==> config.mk <==
export PLATFORM = sky130hd
export DESIGN_NAME = usb_port_test_and_link_info
export DESIGN_NICKNAME = d
export VERILOG_FILES = /design/src/shared/port_info_pkg.sv /design/src/rtl/link_error_counter.sv /design/src/rtl/usb_port_test_and_link_info.sv
export SDC_FILE = /design/constraint.sdc
export NUM_CORES = 1
export LEC_CHECK = 0
export ABC_CLOCK_PERIOD_IN_PS = 5000
export CELL_PAD_IN_SITES_DETAIL_PLACEMENT = 2
export CELL_PAD_IN_SITES_GLOBAL_PLACEMENT = 2
export CORE_MARGIN = 1.5
export CORE_UTILIZATION = 40
export DETAILED_ROUTE_END_ITERATION = 7
export DONT_BUFFER_PORTS = 1
export PLACE_DENSITY = 0.84
export SLEW_MARGIN = 10
export SYNTH_ARGS = -nofsm -noshare
export SYNTH_HDL_FRONTEND = slang
export SYNTH_SLANG_ARGS = --single-unit
==> constraint.sdc <==
create_clock -name hclk -period 5 [get_ports hclk]
set_input_delay 0.5 -clock hclk [delete_from_list [all_inputs] [get_ports hclk]]
set_output_delay 0.5 -clock hclk [all_outputs]
set_load 0.005 [all_outputs]
==> src/shared/port_info_pkg.sv <==
package port_info_pkg;

	// ----------------------------------------
	// Register map (byte addresses, port 1)
	// ----------------------------------------
	localparam logic [11:0] PMSC_OFFSET = 12'h404;
	localparam logic [11:0] LINK_INFO_OFFSET = 12'h408;
	localparam logic [11:0] PORT_STRIDE = 12'h010;
	localparam logic [11:0] PORT_CTRL_OFFSET = 12'h40c;
	localparam logic [31:0] LINK_INFO_RESET = 32'h0000_0000;
	localparam logic [31:0] PMSC_RESET = 32'h0000_0000;

	// ----------------------------------------
	// Field positions
	// ----------------------------------------
	localparam int TEST_CTRL_LSB = 28;
	localparam int TEST_CTRL_MSB = 31;
	localparam int SLEEP_SLOT_LSB = 8;
	localparam int SLEEP_SLOT_MSB = 15;
	localparam int ERR_CNT_LSB = 0;
	localparam int ERR_CNT_MSB = 15;
	localparam int RX_LANE_LSB = 16;
	localparam int RX_LANE_MSB = 19;
	localparam int TX_LANE_LSB = 20;
	localparam int TX_LANE_MSB = 23;
	localparam int ERR_CNT_W = 16;
	localparam int LANE_W = 4;

	// Control register of my own: bit 0 selects USB2 protocol port
	localparam int CTRL_USB2_BIT = 0;

	// ----------------------------------------
	// Test-control encodings
	// ----------------------------------------
	localparam logic [3:0] TEST_OFF = 4'h0;
	localparam logic [3:0] TEST_J_STATE = 4'h1;
	localparam logic [3:0] TEST_K_STATE = 4'h2;
	localparam logic [3:0] TEST_SE0_NAK = 4'h3;
	localparam logic [3:0] TEST_PACKET = 4'h4;
	localparam logic [3:0] TEST_FORCE_EN = 4'h5;
	localparam logic [3:0] TEST_ERROR = 4'hf;

	// Port link state codes as seen on the link side
	localparam logic [3:0] PLS_U0 = 4'h0;
	localparam logic [3:0] PLS_U2 = 4'h2;
	localparam logic [3:0] PLS_DISABLED = 4'h4;
	localparam logic [3:0] PLS_RECOVERY = 4'h8;

	typedef enum logic [1:0] {
		LINE_L0,
		LINE_L1,
		LINE_OTHER
	} line_state_t;

endpackage

==> src/rtl/link_error_counter.sv <==
module link_error_counter
	import port_info_pkg::*;
#(
	parameter int WIDTH = port_info_pkg::ERR_CNT_W
) (
	input wire logic hclk,
	input wire logic hresetn,
	input wire logic clear,
	input wire logic bump,
	output logic [WIDTH-1:0] count
);
	logic [WIDTH-1:0] count_ff;
	logic [WIDTH-1:0] nxt_count;
	wire at_max = &count_ff;

	// --------------------------------
	// Saturating count; an event in a clear cycle still counts
	// --------------------------------
	assign nxt_count = clear ? {{(WIDTH-1){1'b0}}, bump} :
		(bump && !at_max) ? count_ff + {{(WIDTH-1){1'b0}}, 1'b1} : count_ff;

	always_ff @(posedge hclk or negedge hresetn) begin
		if (!hresetn) begin
			count_ff <= '0;
		end else begin
			count_ff <= nxt_count;
		end
	end

	assign count = count_ff;
endmodule

==> src/rtl/usb_port_test_and_link_info.sv <==
// Behaviour
// - Four-bit test-control field in bits 31:28
// - USB2 test encodings; 15 marks error
// - Nonzero test only when disabled, else 15
// - Line L0 is U0, L1 is U2
// - Sleep slot gives LPM target address
// - Link info register, 32 bits, zero reset
// - Error counter clears on resets, zero writes
// - Count U0-to-Recovery entries, saturating
// - Bits 19:16 zero-based receive lanes
// - Bits 23:20 zero-based transmit lanes
// - USB2 port: link info is reserved
//
// Our own choice: register access over AHB-Lite.
module usb_port_test_and_link_info
	import port_info_pkg::*;
#(
	parameter int PORT_NUM = 1
) (
	// ----------------------------------------
	// Clock, reset and register bus
	// ----------------------------------------
	input wire logic hclk,
	input wire logic hresetn,
	input wire logic hsel,
	input wire logic [31:0] haddr,
	input wire logic [1:0] htrans,
	input wire logic hwrite,
	input wire logic [2:0] hsize,
	input wire logic [31:0] hwdata,
	input wire logic hready,
	output logic [31:0] hrdata,
	output logic hreadyout,
	output logic hresp,
	// ----------------------------------------
	// Controller and port status inputs
	// ----------------------------------------
	input wire logic controller_reset_command,
	input wire logic port_reset_flag,
	input wire logic connect_status_flag,
	input wire logic [3:0] port_link_state,
	input wire logic [1:0] usb2_line_state,
	// ----------------------------------------
	// Link negotiation inputs
	// ----------------------------------------
	input wire logic simplex_sublink,
	input wire logic [3:0] receive_lane_count,
	input wire logic [3:0] transmit_lane_count,
	// ----------------------------------------
	// Test mode and link power outputs
	// ----------------------------------------
	output logic [3:0] test_mode,
	output logic test_active,
	output logic [7:0] sleep_target_slot,
	output logic lpm_target_valid,
	output logic [3:0] effective_link_state
);
	import port_info_pkg::*;

	// ----------------------------------------
	// Address map for this port
	// ----------------------------------------
	localparam logic [11:0] PORT_BASE = 12'(PORT_STRIDE * 12'(PORT_NUM - 1));
	localparam logic [11:0] PMSC_ADDR = PMSC_OFFSET + PORT_BASE;
	localparam logic [11:0] LI_ADDR = LINK_INFO_OFFSET + PORT_BASE;
	localparam logic [11:0] CTRL_ADDR = PORT_CTRL_OFFSET + PORT_BASE;

	// ----------------------------------------
	// AHB-Lite address phase capture
	// ----------------------------------------
	logic wr_pend_ff;
	logic [11:0] addr_ff;
	logic [11:0] nxt_addr;
	logic nxt_wr_pend;
	wire ahb_take = hsel && hready && htrans[1];
	// Reads decode the live address phase; writes use the captured one
	always_comb begin
		nxt_addr = addr_ff;
		nxt_wr_pend = 1'b0;
		if (ahb_take) begin
			nxt_addr = haddr[11:0];
			nxt_wr_pend = hwrite;
		end
	end

	always_ff @(posedge hclk or negedge hresetn) begin
		if (!hresetn) begin
			wr_pend_ff <= 1'b0;
			addr_ff <= 12'h000;
		end else begin
			wr_pend_ff <= nxt_wr_pend;
			addr_ff <= nxt_addr;
		end
	end

	// Slave never stalls and never errors
	assign hreadyout = 1'b1;
	assign hresp = 1'b0;

	wire wr_pmsc = wr_pend_ff && (addr_ff == PMSC_ADDR);
	wire wr_li = wr_pend_ff && (addr_ff == LI_ADDR);
	wire wr_ctrl = wr_pend_ff && (addr_ff == CTRL_ADDR);
	wire rd_pmsc = haddr[11:0] == PMSC_ADDR;
	wire rd_li = haddr[11:0] == LI_ADDR;
	wire rd_ctrl = haddr[11:0] == CTRL_ADDR;
	wire rd_take = ahb_take && !hwrite;

	// ----------------------------------------
	// Port control (protocol select)
	// ----------------------------------------
	logic usb2_port_ff;
	logic nxt_usb2_port;
	always_comb begin
		nxt_usb2_port = usb2_port_ff;
		if (controller_reset_command) begin
			nxt_usb2_port = 1'b0;
		end else if (wr_ctrl) begin
			nxt_usb2_port = hwdata[CTRL_USB2_BIT];
		end
	end

	always_ff @(posedge hclk or negedge hresetn) begin
		if (!hresetn) begin
			usb2_port_ff <= 1'b0;
		end else begin
			usb2_port_ff <= nxt_usb2_port;
		end
	end

	// ----------------------------------------
	// Link state mapping
	// ----------------------------------------
	line_state_t line_st;
	always_comb begin
		case (usb2_line_state)
			2'd0: line_st = LINE_L0;
			2'd1: line_st = LINE_L1;
			default: line_st = LINE_OTHER;
		endcase
	end

	logic [3:0] mapped_state;
	always_comb begin
		mapped_state = port_link_state;
		if (usb2_port_ff) begin
			case (line_st)
				LINE_L0: mapped_state = PLS_U0;
				LINE_L1: mapped_state = PLS_U2;
				LINE_OTHER: mapped_state = port_link_state;
				default: mapped_state = port_link_state;
			endcase
		end
	end
	assign effective_link_state = mapped_state;

	// ----------------------------------------
	// Power-management fields: test control, sleep slot
	// ----------------------------------------
	logic [3:0] test_ff;
	logic [3:0] nxt_test;
	logic [7:0] slot_ff;
	logic [7:0] nxt_slot;
	wire [3:0] test_wr = hwdata[TEST_CTRL_MSB:TEST_CTRL_LSB];
	wire port_disabled = (mapped_state == PLS_DISABLED);

	// Nonzero request outside Disabled reports the error code
	always_comb begin
		nxt_test = test_ff;
		if (controller_reset_command) begin
			nxt_test = TEST_OFF;
		end else if (wr_pmsc) begin
			if (test_wr == TEST_OFF) begin
				nxt_test = TEST_OFF;
			end else if (port_disabled) begin
				nxt_test = test_wr;
			end else begin
				nxt_test = TEST_ERROR;
			end
		end
	end

	always_comb begin
		nxt_slot = slot_ff;
		if (controller_reset_command) begin
			nxt_slot = 8'h00;
		end else if (wr_pmsc) begin
			nxt_slot = hwdata[SLEEP_SLOT_MSB:SLEEP_SLOT_LSB];
		end
	end

	always_ff @(posedge hclk or negedge hresetn) begin
		if (!hresetn) begin
			test_ff <= TEST_OFF;
			slot_ff <= 8'h00;
		end else begin
			test_ff <= nxt_test;
			slot_ff <= nxt_slot;
		end
	end

	// Only documented modes drive the port; reserved and error stay idle
	assign test_active = usb2_port_ff && (test_ff >= TEST_J_STATE)
		&& (test_ff <= TEST_FORCE_EN);
	assign test_mode = test_ff;
	assign sleep_target_slot = slot_ff;
	assign lpm_target_valid = usb2_port_ff && (slot_ff != 8'h00);

	// ----------------------------------------
	// Link error counter
	// ----------------------------------------
	logic pr_ff;
	logic [3:0] pls_ff;
	logic [ERR_CNT_W-1:0] err_cnt;
	always_ff @(posedge hclk or negedge hresetn) begin
		if (!hresetn) begin
			pr_ff <= 1'b0;
			pls_ff <= PLS_U0;
		end else begin
			pr_ff <= port_reset_flag;
			pls_ff <= port_link_state;
		end
	end

	wire pr_fall = pr_ff && !port_reset_flag;
	wire sw_zero = wr_li && (hwdata[ERR_CNT_MSB:ERR_CNT_LSB] == 16'h0000);
	wire cnt_clear = controller_reset_command || pr_fall || sw_zero;
	wire recov_entry = !usb2_port_ff && (pls_ff == PLS_U0)
		&& (port_link_state == PLS_RECOVERY);

	link_error_counter #(
		.WIDTH(ERR_CNT_W)
	) u_err_cnt (
		.hclk(hclk),
		.hresetn(hresetn),
		.clear(cnt_clear),
		.bump(recov_entry),
		.count(err_cnt)
	);

	// ----------------------------------------
	// Lane counts
	// ----------------------------------------
	wire lanes_zero = simplex_sublink || !connect_status_flag || usb2_port_ff;
	logic [LANE_W-1:0] lane_in [2];
	logic [LANE_W-1:0] lane_out [2];
	assign lane_in[0] = receive_lane_count;
	assign lane_in[1] = transmit_lane_count;
	for (genvar i = 0; i < 2; i++) begin : g_lane
		assign lane_out[i] = lanes_zero ? '0 : lane_in[i];
	end
	wire [LANE_W-1:0] rx_lanes = lane_out[0];
	wire [LANE_W-1:0] tx_lanes = lane_out[1];

	// ----------------------------------------
	// Read data
	// ----------------------------------------
	wire [31:0] li_word = usb2_port_ff ? LINK_INFO_RESET :
		{8'h00, tx_lanes, rx_lanes, err_cnt};
	wire [31:0] pmsc_word = {test_ff, 12'h000, slot_ff, 8'h00};
	wire [31:0] ctrl_word = {31'h0000_0000, usb2_port_ff};
	// Unmapped offsets read as zero
	logic [31:0] rd_word;
	always_comb begin
		rd_word = 32'h0000_0000;
		if (rd_li) begin
			rd_word = li_word;
		end else if (rd_pmsc) begin
			rd_word = pmsc_word;
		end else if (rd_ctrl) begin
			rd_word = ctrl_word;
		end
	end

	logic [31:0] rdata_ff;
	logic [31:0] nxt_rdata;
	assign nxt_rdata = rd_take ? rd_word : rdata_ff;

	always_ff @(posedge hclk or negedge hresetn) begin
		if (!hresetn) begin
			rdata_ff <= PMSC_RESET;
		end else begin
			rdata_ff <= nxt_rdata;
		end
	end

	assign hrdata = rdata_ff;
endmodule

# ---- Word level (Yosys, flattened, before mapping)
# Cells that the tools add are included.
dict set report word_totals {
  ff_bits 79
  inputBits 92
  out_inout_bits 52
  wordCells 75
}
dict set report classes {
  add_sub_neg 1
  n_lt_le_gt_ge 2
  n_eq_ne 10
  mux 20
  n_reduce_logical 33
}
# operator count
set op_table {}
lappend op_table {{$eq A12 B11 Y1 const B} 6}
lappend op_table {{$mux W32} 2}
lappend op_table {{$mux W16} 2}
lappend op_table {{$mux W4} 7}
lappend op_table {{$mux W24} 1}
lappend op_table {{$add A16 B1 Y16 const B} 1}
lappend op_table {{$logic_not A16 Y1} 1}
lappend op_table {{$mux W8} 2}
lappend op_table {{$reduce_and A16 Y1} 1}
lappend op_table {{$logic_and A1 B1 Y1} 14}
lappend op_table {{$logic_not A4 Y1} 2}
lappend op_table {{$pmux W4 S2} 1}
lappend op_table {{$reduce_bool A8 Y1} 1}
lappend op_table {{$reduce_bool A2 Y1} 3}
lappend op_table {{$logic_not A1 Y1} 5}
lappend op_table {{$eq A2 B1 Y1 const B} 2}
lappend op_table {{$eq A4 B3 Y1 const B} 1}
lappend op_table {{$eq A4 B4 Y1 const B} 1}
lappend op_table {{$ge A4 B1 Y1 const B} 1}
lappend op_table {{$le A4 B3 Y1 const B} 1}
lappend op_table {{$logic_not A2 Y1} 2}
lappend op_table {{$logic_or A1 B1 Y1} 4}
lappend op_table {{$mux W1} 4}
lappend op_table {{$pmux W2 S2} 1}

# ---- Depth between registers and ports, before layout
# Gate-level depths: netlist of the first run.
dict set report depth {
  ltp_word 10
  depth_mapped 7
  ltp_nobuf 5
}

# ---- Cells and area by module
# From an unflattened synthesis of the first run, not the netlist that was laid out.
dict set report hier_totals {
  cells_unflattened 327
  area_unflattened_um2 3604.7
}
# mod n_inst cells_each area_per_inst_um2 seq_area_each_um2
set modules_own_cells {}
lappend modules_own_cells {usb_port_test_and_link_info 1 222 2641.3 1476.4}
lappend modules_own_cells {link_error_counter 1 105 963.4 400.4}

# ---- Least setup slack after synthesis of the first run
# Ideal clock, no wire load.
dict set report synth_timing {
  path_type {input -> register}
  start {input port hwdata[7]}
  end {register u_err_cnt.count_ff[1] (netlist: u_err_cnt.count[1])}
  setup_time_ps 125
  arrival_time_ps 1829
  required_time_ps 4875
  setup_slack_ps 3047
  path_stages 6
  path_buffers 2
  path_cell_list {or3_1 nor4b_1 nand2b_1 clkbuf_1 buf_2 nor2_1}
}
dict set report synth_between {
  elab_chain_cells 4
  word_cells_on_any_way 5
  classes_between {mux (1); reduce/logical (4)}
}
# element line
set synth_lines {}
lappend synth_lines {{from (decl)} usb_port_test_and_link_info.sv:30} ;# input wire logic [31:0] hwdata,
lappend synth_lines {{$logic_not A16 Y1 (*)} usb_port_test_and_link_info.sv:225} ;# wire sw_zero = wr_li && (hwdata[ERR_CNT_MSB:ERR_CNT_LSB] == 16'h0000);
lappend synth_lines {{$logic_and A1 B1 Y1 (*)} usb_port_test_and_link_info.sv:225}
lappend synth_lines {{$logic_or A1 B1 Y1 (*)} usb_port_test_and_link_info.sv:226} ;# wire cnt_clear = controller_reset_command || pr_fall || sw_zero;
lappend synth_lines {{$mux W16 or $reduce_bool A2 Y1 (tied branches)} -}
lappend synth_lines {{to (signal assigned)} link_error_counter.sv:26} ;# count_ff <= nxt_count;
lappend synth_lines {{to (decl)} link_error_counter.sv:12} ;# logic [WIDTH-1:0] count_ff;
# Mark *: on every way between the ends. The rest lies on a longest branch, timed or not.
# A chain may end at the register's enable or synchronous reset.

# ---- Worst setup path after layout of the first run
dict set report layout_timing {
  start {input port haddr[11]}
  end {register rdata_ff[23] (netlist: hrdata[23])}
}
dict set report layout_between {
  elab_chain_cells 2
}
# element line
set layout_lines {}
lappend layout_lines {{from (decl)} usb_port_test_and_link_info.sv:26} ;# input wire logic [31:0] haddr,
lappend layout_lines {{$eq A12 B11 Y1} usb_port_test_and_link_info.sv:104} ;# wire rd_li = haddr[11:0] == LI_ADDR;
lappend layout_lines {{$mux W32} usb_port_test_and_link_info.sv:265} ;# if (rd_li) begin
lappend layout_lines {{to (signal assigned)} usb_port_test_and_link_info.sv:282} ;# rdata_ff <= nxt_rdata;
lappend layout_lines {{to (decl)} usb_port_test_and_link_info.sv:274} ;# logic [31:0] rdata_ff;
# Every way passes these cells.

==> metrics.log, run 1 <==
INFO  metric outcome = finished, final reports clean
INFO  metric required_time_worst_endpoint = 5.29 ns
INFO  metric timing.critical_path.slowest_stage_cell = nor3_2
INFO  metric mappedNetlistArea = 3410 um^2
INFO  metric power_per_cell_area = 339 nW/um^2
INFO  metric postSynth.topFlopCell = dfrtp_1
INFO  metric placedCellCount = 407
INFO  metric cts_resized = 0
INFO  metric actual_transition_at_the_worst_max_transition_pin = 1.16 ns
INFO  metric cp_num_buf_inv = 0
INFO  metric most_common_library_cell_in_the_layout_ignoring_fill_and_taps = dfrtp_1
INFO  metric floorplan.die.width = 95.3 um
INFO  metric finalWorstSetupSlack = 2.55 ns
INFO  metric antenna_found_initial = 0
INFO  metric critical_path.top_delay_family = simple AND/OR/NAND/NOR gates
INFO  metric floorplan.initialDensity = 41.3%
INFO  metric worst_path_largest_cell_delay = 0.83 ns
INFO  metric cts_num_sinks = 75
INFO  metric async_reset_ff_share = 100%
INFO  metric routed_wl = 9640 um
INFO  metric cp-end-kind = flop
INFO  metric io_pins = 144
INFO  metric crit_path_cell_trace = nor4b_1, nand4_1, nor3_2, and4b_1, a22o_1
INFO  metric postCtsSetupBuffers = 0
INFO  metric cts-root-buf = clkbuf_8
INFO  metric synth-edff-count = 0
INFO  metric clock_latency = 0.36 ns
INFO  metric number_of_warnings_printed_during_yosys_synthesis = 0
INFO  metric grt_pass1_wl = 15700 um
INFO  metric dp_hpwl = 6880 um
INFO  metric place_ws = 2.25 ns
INFO  metric die_area = 9090 um^2
INFO  metric post-route-cell-area = 3700 um^2
INFO  metric fin_crit = 2.45 ns
INFO  metric maximum_vdd_drop = 0.163 mV
INFO  metric numCtsBuffers = 9
INFO  metric worst_setup_path_start_kind = primary input
INFO  metric finalWeightedCongestion = 0.762
INFO  metric diodes = 0
INFO  metric syn_avg_cell_area = 10.7 um^2
INFO  metric setup_total_negative_slack = 0 ns
INFO  metric globalRouteOverflowTotal = 0
INFO  metric clock_tree.htree_level_count = 3
INFO  metric reported_max_cap_violation_count = 0
INFO  metric place_area = 3450 um^2
INFO  metric tightest_hold_check_type = primary input to async pin
INFO  metric worst_slew_margin_rel = 22.9%
INFO  metric num-nets-final = 407
INFO  metric row_count = 33
INFO  metric placeableCoreArea = 8260 um^2
INFO  metric finalSetupViolations = 0
INFO  metric netlist_instances = 318
INFO  metric ant_nets = 0
INFO  metric cts-hold-fix-buffers = 1
INFO  metric timing_worst_setup_path_type = primary input to flop
INFO  metric finalMaxSlewViolations = 0
INFO  metric die_height = 95.3 um
INFO  metric finalClockSkew = 0.00943 ns
INFO  metric number_of_design_rule_violations_left_after_detail_routing = 0
INFO  metric maximum_number_of_pins_on_one_net_before_global_route_repair = 76
INFO  metric most-common-layout-cells = 75 x dfrtp_1, 30 x nor2_1, 29 x nand2_1
INFO  metric worst-path-max-fanout = 16
INFO  metric max_freq = 0.408 GHz
INFO  metric number_of_global_route_vias_before_repair = 2814
INFO  metric clock_tree_from_tritoncts = yes
INFO  metric placement.io_buffers = 0
INFO  metric period_share = 49.0%
INFO  metric final_layout_size_suffix_gt1_share = 14.2%
INFO  metric leakage = 1.61 nW
INFO  metric final-hold-violation-count = 0
INFO  metric ys_types = 46
INFO  metric area_delta_synth_final = 8.55%
INFO  metric synth_sequential_area_ratio = 55.0%
INFO  metric drt_iter0_markers = 96
INFO  metric layout.core_utilization = 44.8%
INFO  metric grtUsageTotal = 23.6%
INFO  metric clk_pin_slew = 0.08 ns
INFO  metric detail_route.vias_per_cell = 6.08
INFO  metric fin_cells = 423
INFO  metric routed-via-count = 2571
INFO  metric firstDrtPassIters = 4
INFO  metric cp_data_arrival_time = 2.74 ns
INFO  metric rsz0062_at_grt = no
INFO  metric post_drt_wl_per_cell = 22.8 um
INFO  metric cts_max_path_buffers = 2
INFO  metric yosys_register_bits = 75
==> registers in the layout (all words and copies together) (netlist names) <==
| register | count |
|---|---|
| usb2_port_ff | 1 |
| pls_ff | 4 |
| sleep_target_slot | 8 |
| addr_ff | 12 |
| pr_ff | 1 |
| test_mode | 4 |
| u_err_cnt.count | 16 |
| hrdata | 28 |
| wr_pend_ff | 1 |
==> worst reg2reg max path: stages (launching register included) <==
cell and delay (ns):
dfrtp_1 0.49, nand4_1 0.18, or4_1 0.71, o311ai_4 0.62, or3_1 0.23, a21oi_2 0.06
==> power by group <==
| group | internal (mW) | switching, mW |
|---|---|---|
| combinational | 0.0301 | 0.0412 |
| sequential | 0.639 | 0.0235 |
| clock | 0.280 | 0.239 |
==> metrics by stage <==
stage          hold slack [ns]  power, mW
6_report                0.0284       1.25
5_1_grt                 0.0292       1.31
4_1_cts                 0.0315       1.27
3_5_place_dp             0.206      0.732
3_3_place_gp             0.206      0.726
2_1_floorplan            0.204      0.718
==> area by class of cell <==
cell class / instances / area [um^2]
fillers: 880 / 4560
flip-flops and latches: 75 / 1880
multi-input cells: 215 / 1400
well taps: 105 / 131
clock buffers: 9 / 124
clock inverters: 6 / 90.1
repair buffers: 3 / 42.5
inverters: 10 / 37.5
==> logic make-up after synthesis <==
| logic type | count (synthesis) | share of synthesized area, % |
|---|---|---|
| buf+inv | 32 | 4.55 |
| other cells | 2 | 0.220 |
| fa+ha+maj | 1 | 0.367 |
| mux | 15 | 4.92 |
| xor+xnor | 1 | 0.257 |
| compound gates | 64 | 15.0 |
| simple gates | 128 | 19.7 |
| flops | 75 | 55.0 |
==> Yosys cell counts (3+ instances only) <==
cell / instances / area, um^2
a22o_1: 16 / 140
dfrtp_1: 75 / 1880
buf_4: 7 / 52.6
nand2_1: 29 / 109
a21oi_1: 7 / 35.0
mux2_2: 14 / 158
a221oi_1: 8 / 70.1
o21ai_1: 8 / 40.0
and2_1: 4 / 25.0
nor2_1: 30 / 113
inv_1: 10 / 37.5
nor3b_1: 3 / 22.5
clkbuf_1: 13 / 48.8
or3_1: 6 / 37.5
or4_1: 7 / 52.6
nand3_1: 18 / 90.1
nor4_1: 8 / 50.1
and4b_1: 3 / 30.0
a21oi_2: 7 / 61.3
nand2b_1: 3 / 18.8
o31ai_1: 7 / 52.6
nand4_1: 5 / 31.3
==> path summary, 6_finish.rpt <==
kind / start / end / slack (ns) / cells past startpoint
setup / recovery: haddr[11] / hrdata[23] / 2.55 / 5
hold / removal: hresetn / hrdata[0] / 0.03 / 1
setup reg to reg: u_err_cnt.count[7] / u_err_cnt.count[3] / 2.57 / 5
hold reg to reg: hrdata[28] / hrdata[28] / 0.50 / 2
max in group asynchronous: hresetn / u_err_cnt.count[15] / 4.67 / 1
min in group hclk: port_link_state[0] / pls_ff[0] / 0.16 / 0
==> per-layer routing <==
layer / vias to the layer above / global-route usage, % / wire length [um]
met5: - / 0 / 0
met4: 0 / 5.97 / 97
met3: 9 / 6.70 / 662
met2: 86 / 39.1 / 4870
met1: 1336 / 30.2 / 4010
li1: 1140 / - / -
Note: power is estimated with default switching activity, not from simulation.
==> inputs of run 2 (changes only) <==
ABC_CLOCK_PERIOD_IN_PS = 2310   (was 5000)
CORE_UTILIZATION = 37   (was 40)
PLACE_DENSITY = 0.79   (was 0.84)
clock period = 2.31 ns   (was 5 ns; I/O delays follow)
==> metrics.log, run 2 (synthesized netlist as in run 1, its figures left out) <==
INFO  metric regToRegEndpoint = u_err_cnt.count[12]
INFO  metric outcome = finished with violations
INFO  metric diodes = 0 (unchanged)
INFO  metric number_of_design_rule_violations_left_after_detail_routing = 8 (+8)
INFO  metric cp_num_buf_inv = 1 (+1)
INFO  metric fin_crit = 2.18 ns
INFO  metric final-hold-violation-count = 0 (unchanged)
INFO  metric routed-via-count = 2755 (+7.2%)
INFO  metric worst_path_largest_cell_delay = 0.57 ns (-0.26 ns)
INFO  metric finalMaxSlewViolations = 0 (unchanged)
INFO  metric tightest_hold_check_type = primary input to flop
INFO  metric cp-end-kind = flop
INFO  metric power_per_cell_area = 666 nW/um^2 (+97%)
INFO  metric clock_tree_from_tritoncts = yes
INFO  metric maximum_number_of_pins_on_one_net_before_global_route_repair = 76 (unchanged)
INFO  metric cts-root-buf = clkbuf_8
INFO  metric detail_route.vias_per_cell = 5.90 (-2.9%)
INFO  metric place_area = 3590 um^2 (+3.8%)
INFO  metric fin_cells = 467 (+10%)
INFO  metric grt_pass1_wl = 16400 um (+4.4%)
INFO  metric multi_input_comb_area = 1400 um^2 (-0.18%)
INFO  metric die_height = 99.0 um (+3.8%)
INFO  metric num-nets-final = 447 (+9.8%)
INFO  metric finalSetupViolations = 0 (unchanged)
INFO  metric drt_iter0_markers = 132 (+38%)
INFO  metric clock_tree.htree_level_count = 3 (unchanged)
INFO  metric io_pins = 144 (unchanged)
INFO  metric floorplan.initialDensity = 38.7% (-2.6 points)
INFO  metric grtUsageTotal = 21.9% (-1.6 points)
INFO  metric number_of_global_route_vias_before_repair = 2997 (+6.5%)
INFO  metric post_drt_wl_per_cell = 23.0 um (+0.77%)
INFO  metric cts_num_sinks = 75 (unchanged)
INFO  metric reported_max_cap_violation_count = 0 (unchanged)
INFO  metric max_freq = 0.458 GHz
INFO  metric r2r_slack = 0.13 ns (-2.44 ns)
INFO  metric finalClockSkew = 0.0169 ns (+0.00750 ns)
INFO  metric min-delay-start = transmit_lane_count[1]
INFO  metric placedCellCount = 427 (+4.9%)
INFO  metric most_common_library_cell_in_the_layout_ignoring_fill_and_taps = dfrtp_1
INFO  metric clk_pin_slew = 0.09 ns (about the same)
INFO  metric worst-path-max-fanout = 5 (-11)
INFO  metric finalWeightedCongestion = 0.811 (+6.4%)
INFO  metric most-common-layout-cells = 75 x dfrtp_1, 30 x nor2_1, 29 x nand2_1
INFO  metric post-route-cell-area = 4050 um^2 (+9.4%)
INFO  metric actual_transition_at_the_worst_max_transition_pin = 1.23 ns (+0.0766 ns)
INFO  metric leakage = 1.77 nW (+10%)
INFO  metric layout.filler_cells = 920 (+4.5%)
INFO  metric ff2ff_path_depth = 6 (+1)
INFO  metric worst_slew_margin_rel = 17.4% (-5.5 points)
INFO  metric area_delta_synth_final = 18.7%
INFO  metric violations = DRC
INFO  metric numCtsBuffers = 9 (unchanged)
INFO  metric placement.io_buffers = 0 (unchanged)
INFO  metric rsz0062_at_grt = no
INFO  metric setup_total_negative_slack = 0 ns (unchanged)
INFO  metric clock_latency = 0.36 ns (about the same)
INFO  metric required_time_worst_endpoint = 2.55 ns (-2.74 ns)
INFO  metric row_count = 34 (+3.0%)
INFO  metric critical_path.top_delay_family = simple AND/OR/NAND/NOR gates
INFO  metric timing_worst_setup_path_type = flop to flop
INFO  metric maximum_vdd_drop = 0.262 mV (+61%)
INFO  metric largest_reg_flops = 28 (unchanged)
INFO  metric die_area = 9800 um^2 (+7.8%)
INFO  metric timing.critical_path.slowest_stage_cell = or4_4
INFO  metric ant_nets = 0 (unchanged)
INFO  metric final_layout_size_suffix_gt1_share = 17.3% (+3.1 points)
INFO  metric routed_wl = 10700 um (+11%)
INFO  metric floorplan.die.width = 99.0 um (+3.8%)
INFO  metric seq_area = 1880 um^2 (unchanged)
INFO  metric period_share = 94.5%
INFO  metric timing.hold.worst_path_depth = 1
INFO  metric cp_data_arrival_time = 2.42 ns (-0.32 ns)
INFO  metric timing.rr.start = u_err_cnt.count[9]
INFO  metric crit_path_cell_trace = nand4_1, or4_4, buf_4, nor3_2, nor2_1, a311oi_1
INFO  metric cts_max_path_buffers = 2 (unchanged)
INFO  metric globalRouteOverflowTotal = 0 (unchanged)
INFO  metric dp_hpwl = 7240 um (+5.1%)
INFO  metric worst_setup_path_start_kind = flop
INFO  metric firstDrtPassIters = 7 (+3)
INFO  metric hold_end = hrdata[21]
INFO  metric antenna_found_initial = 0 (unchanged)
INFO  metric placeableCoreArea = 8810 um^2 (+6.6%)
INFO  metric path_depth = 6 (+1)
run 2: repair_timing:
action,in CTS,in global routing
buffers inserted,0,0
hold endpoints to repair,91,6
resized for setup,0,1
setup endpoints to repair,0,4
hold buffers,18,6
run 2: area by class of cell:
type	count	area share, %
well taps	108	3.34
multi-input cells	215	34.5
inverters	10	0.927
repair buffers	43	9.89
clock inverters	5	1.51
clock buffers	11	3.49
flip-flops and latches	75	46.3
run 2: worst max path at each step:
stage,start,endpoint,slack [ns]
after floorplan,u_err_cnt.count[7],u_err_cnt.count[3],0.40
after global placement,u_err_cnt.count[9],u_err_cnt.count[1],0.18
after detailed placement,u_err_cnt.count[9],u_err_cnt.count[0],0.10
after CTS,u_err_cnt.count[9],u_err_cnt.count[12],0.05
after global routing,u_err_cnt.count[9],u_err_cnt.count[12],0.01
final,u_err_cnt.count[9],u_err_cnt.count[12],0.13
run 2: layer usage:
| layer | share of wire (%) | vias to the layer above | track usage, % |
|---|---|---|---|
| met4 | 1.9 | 0 | 8.68 |
| li1 | - | 1226 | - |
| met2 | 52 | 96 | 37.9 |
| met3 | 5.6 | 19 | 5.11 |
| met1 | 41 | 1414 | 26.5 |
| met5 | 0 | - | 0 |
run 2: through the flow:
stage               utilization (%)  power [mW]  setup slack, ns  hold slack (ns)
floorplan                         -        1.55            0.401          -0.0646
global placement               40.7        1.58            0.176          -0.0626
detailed placement             40.7        1.59            0.103          -0.0622
CTS                            45.3        2.69           0.0513        0.0000797
global route                   46.0        2.81           0.0129         -0.00531
finish                         46.0        2.70            0.128          0.00627
run 2: where the power goes:
group,total (mW),switching [mW],internal (mW)
logic,0.199,0.105,0.0938
registers,1.44,0.0549,1.38
clock network,1.06,0.527,0.533
==> inputs of run 3 (changes only) <==
GPL_TIMING_DRIVEN = 0   (was not set)
==> metrics.log, run 3 (synthesized netlist as in run 1, its figures left out) <==
INFO  metric worst_setup_path_start_kind = flop
INFO  metric post_drt_wl_per_cell = 23.4 um (+2.1%)
INFO  metric timing_worst_setup_path_type = flop to flop
INFO  metric totalPowerFinal = 2.76 mW (+2.4%)
INFO  metric globalRouteOverflowTotal = 0 (unchanged)
INFO  metric placeableCoreArea = 8810 um^2 (unchanged)
INFO  metric place_ws = -0.0744 ns (-0.177 ns)
INFO  metric cp-end-kind = flop
INFO  metric fin_cells = 479 (+2.6%)
INFO  metric routed_wl = 11200 um (+4.7%)
INFO  metric worst_path_largest_cell_delay = 0.51 ns (-0.06 ns)
INFO  metric number_of_global_route_vias_before_repair = 3199 (+6.7%)
INFO  metric timing.hold.ws = 0.0152 ns (+0.00891 ns)
INFO  metric maximum_number_of_pins_on_one_net_before_global_route_repair = 76 (unchanged)
INFO  metric timing.critical_path.slowest_stage_cell = or4_1
INFO  metric antenna_found_initial = 0 (unchanged)
INFO  metric met3WireLength = 746 um (+24%)
INFO  metric r2r_slack = 0.14 ns (about the same)
INFO  metric largest_reg_flops = 28 (unchanged)
INFO  metric internal_power = 2.03 mW (+1.2%)
INFO  metric finalWeightedCongestion = 0.792 (-2.2%)
INFO  metric row_count = 34 (unchanged)
INFO  metric drt_met1_wl = 4350 um (about the same)
INFO  metric floorplan.die.width = 99.0 um (unchanged)
INFO  metric setup_total_negative_slack = 0 ns (unchanged)
INFO  metric post-route-cell-area = 4160 um^2 (+2.7%)
INFO  metric cp_data_arrival_time = 2.47 ns (+0.05 ns)
INFO  metric layout.filler_cells = 898 (-2.4%)
INFO  metric final-hold-violation-count = 0 (unchanged)
INFO  metric place_area = 3560 um^2 (-0.70%)
INFO  metric most-common-layout-cells = 71 x dfrtp_1, 32 x dlygate4sd3_1, 30 x nor2_1
INFO  metric worst_slew_margin_rel = 57.6% (+40 points)
INFO  metric numCtsBuffers = 9 (unchanged)
INFO  metric dp_hpwl = 7070 um (-2.3%)
INFO  metric die_height = 99.0 um (unchanged)
INFO  metric highest-signal-layer = met4
INFO  metric clock_tree_from_tritoncts = yes
INFO  metric finalSetupViolations = 0 (unchanged)
INFO  metric fin_crit = 2.17 ns (-0.0149 ns)
INFO  metric power.share.switching = 26.3% (+0.84 points)
INFO  metric cp_num_buf_inv = 2 (+1)
INFO  metric grt_pass1_wl = 18000 um (+9.9%)
INFO  metric cts-root-buf = clkbuf_8
INFO  metric drt_iter0_markers = 155 (+17%)
INFO  metric period_share = 93.8% (-0.65 points)
INFO  metric required_time_worst_endpoint = 2.61 ns (+0.06 ns)
INFO  metric finalClockSkew = 0.0101 ns (-0.00686 ns)
INFO  metric die_area = 9800 um^2 (unchanged)
INFO  metric max_freq = 0.461 GHz (+0.69%)
INFO  metric layout.core_utilization = 47.2% (+1.2 points)
INFO  metric placedCellCount = 430 (+0.70%)
INFO  metric num-nets-final = 459 (+2.7%)
INFO  metric grtUsageTotal = 24.4% (+2.4 points)
INFO  metric most_common_library_cell_in_the_layout_ignoring_fill_and_taps = dfrtp_1
INFO  metric rsz0062_at_grt = no
INFO  metric tightest_hold_check_type = primary input to flop
INFO  metric detail_route.vias_per_cell = 5.97 (+1.2%)
INFO  metric crit_path_cell_trace = nand4_1, or4_1, buf_4, o311ai_4, buf_6, o31ai_1, a21oi_2
INFO  metric final_layout_size_suffix_gt1_share = 16.4% (-0.83 points)
INFO  metric clk_pin_slew = 0.09 ns (about the same)
INFO  metric ant_nets = 0 (unchanged)
INFO  metric number_of_design_rule_violations_left_after_detail_routing = 8 (unchanged)
INFO  metric violations = DRC
INFO  metric seq_power_share = 52.1% (-1.2 points)
INFO  metric area_delta_synth_final = 21.9%
INFO  metric maximum_vdd_drop = 0.285 mV (+8.8%)
INFO  metric cts_num_sinks = 75 (unchanged)
INFO  metric leakage = 1.80 nW (+1.6%)
INFO  metric floorplan.initialDensity = 38.7% (unchanged)
INFO  metric reported_max_cap_violation_count = 0 (unchanged)
INFO  metric firstDrtPassIters = 6 (-1)
INFO  metric routed-wl-met2 = 5780 um (+3.7%)
INFO  metric finalWorstSetupSlack = 0.143 ns (+0.0149 ns)
INFO  metric actual_transition_at_the_worst_max_transition_pin = 0.628 ns (-0.605 ns)
INFO  metric clock_tree.htree_level_count = 3 (unchanged)
INFO  metric io_pins = 144 (unchanged)
INFO  metric comb_power_share = 8.1% (+0.7 points)
INFO  metric finalMaxSlewViolations = 0 (unchanged)
INFO  metric placement.io_buffers = 0 (unchanged)
INFO  metric outcome = finished with violations
INFO  metric critical_path.top_delay_family = simple AND/OR/NAND/NOR gates
INFO  metric power_per_cell_area = 664 nW/um^2 (-0.31%)
INFO  metric power.switching = 0.726 mW (+5.8%)
INFO  metric cts_max_path_buffers = 2 (unchanged)
INFO  metric worst-path-max-fanout = 10 (+5)
INFO  metric pwr-share-clk = 39.8% (+0.5 points)
INFO  metric diodes = 0 (unchanged)
INFO  metric routed-via-count = 2860 (+3.8%)
INFO  metric clock_latency = 0.37 ns (about the same)
==> run 3: timing repair <==
item | CTS | global route
gates resized for setup | 2 | 8
setup buffers | 0 | 2
hold buffers | 29 | 4
endpoints found under the setup margin | 11 | 17
endpoints found under the hold margin | 102 | 4
pin swaps | 0 | 1
==> run 3: worst reg2reg max path, stage by stage (launching register included) <==
cell and delay [ns]:
dfrtp_2 0.46, nand4_1 0.17, or4_1 0.51, buf_4 0.21
o311ai_4 0.30, buf_6 0.19, o31ai_1 0.10, a21oi_2 0.15
==> run 3: final timing paths <==
check	start	to	cells after the start
max reg2reg	u_err_cnt.count[7]	u_err_cnt.count[13]	7
min in group asynchronous	hresetn	hrdata[10]	2
min reg2reg	hrdata[28]	hrdata[28]	2
max in group asynchronous	hresetn	u_err_cnt.count[3]	2
max	u_err_cnt.count[7]	u_err_cnt.count[13]	7
min	haddr[11]	addr_ff[11]	1
==> run 3: power groups by stage <==
stage / combinational, mW / sequential, mW / clock (mW)
3_5_place_dp: 0.133 / 1.46 / 0
5_1_grt: 0.245 / 1.45 / 1.18
3_3_place_gp: 0.126 / 1.46 / 0
2_1_floorplan: 0.110 / 1.44 / 0
6_report: 0.223 / 1.44 / 1.10
4_1_cts: 0.208 / 1.43 / 1.11
==> run 3: layout make-up <==
class	instances	area [um^2]	area share, %
clock inverters	6	72.6	1.74
repair buffers	35	363	8.72
inverters	10	37.5	0.903
flip-flops and latches	75	1880	45.2
clock buffers	10	138	3.31
multi-input cells	215	1420	34.1
plain buffers	20	113	2.71
well taps	108	135	3.25
==> run 3: metal layers <==
layer  GRT usage (%)  vias to the layer above
met3            7.16                       28
li1                -                     1245
met1            28.0                     1471
met2            42.1                      116
met4            10.8                        0
met5               0                        -
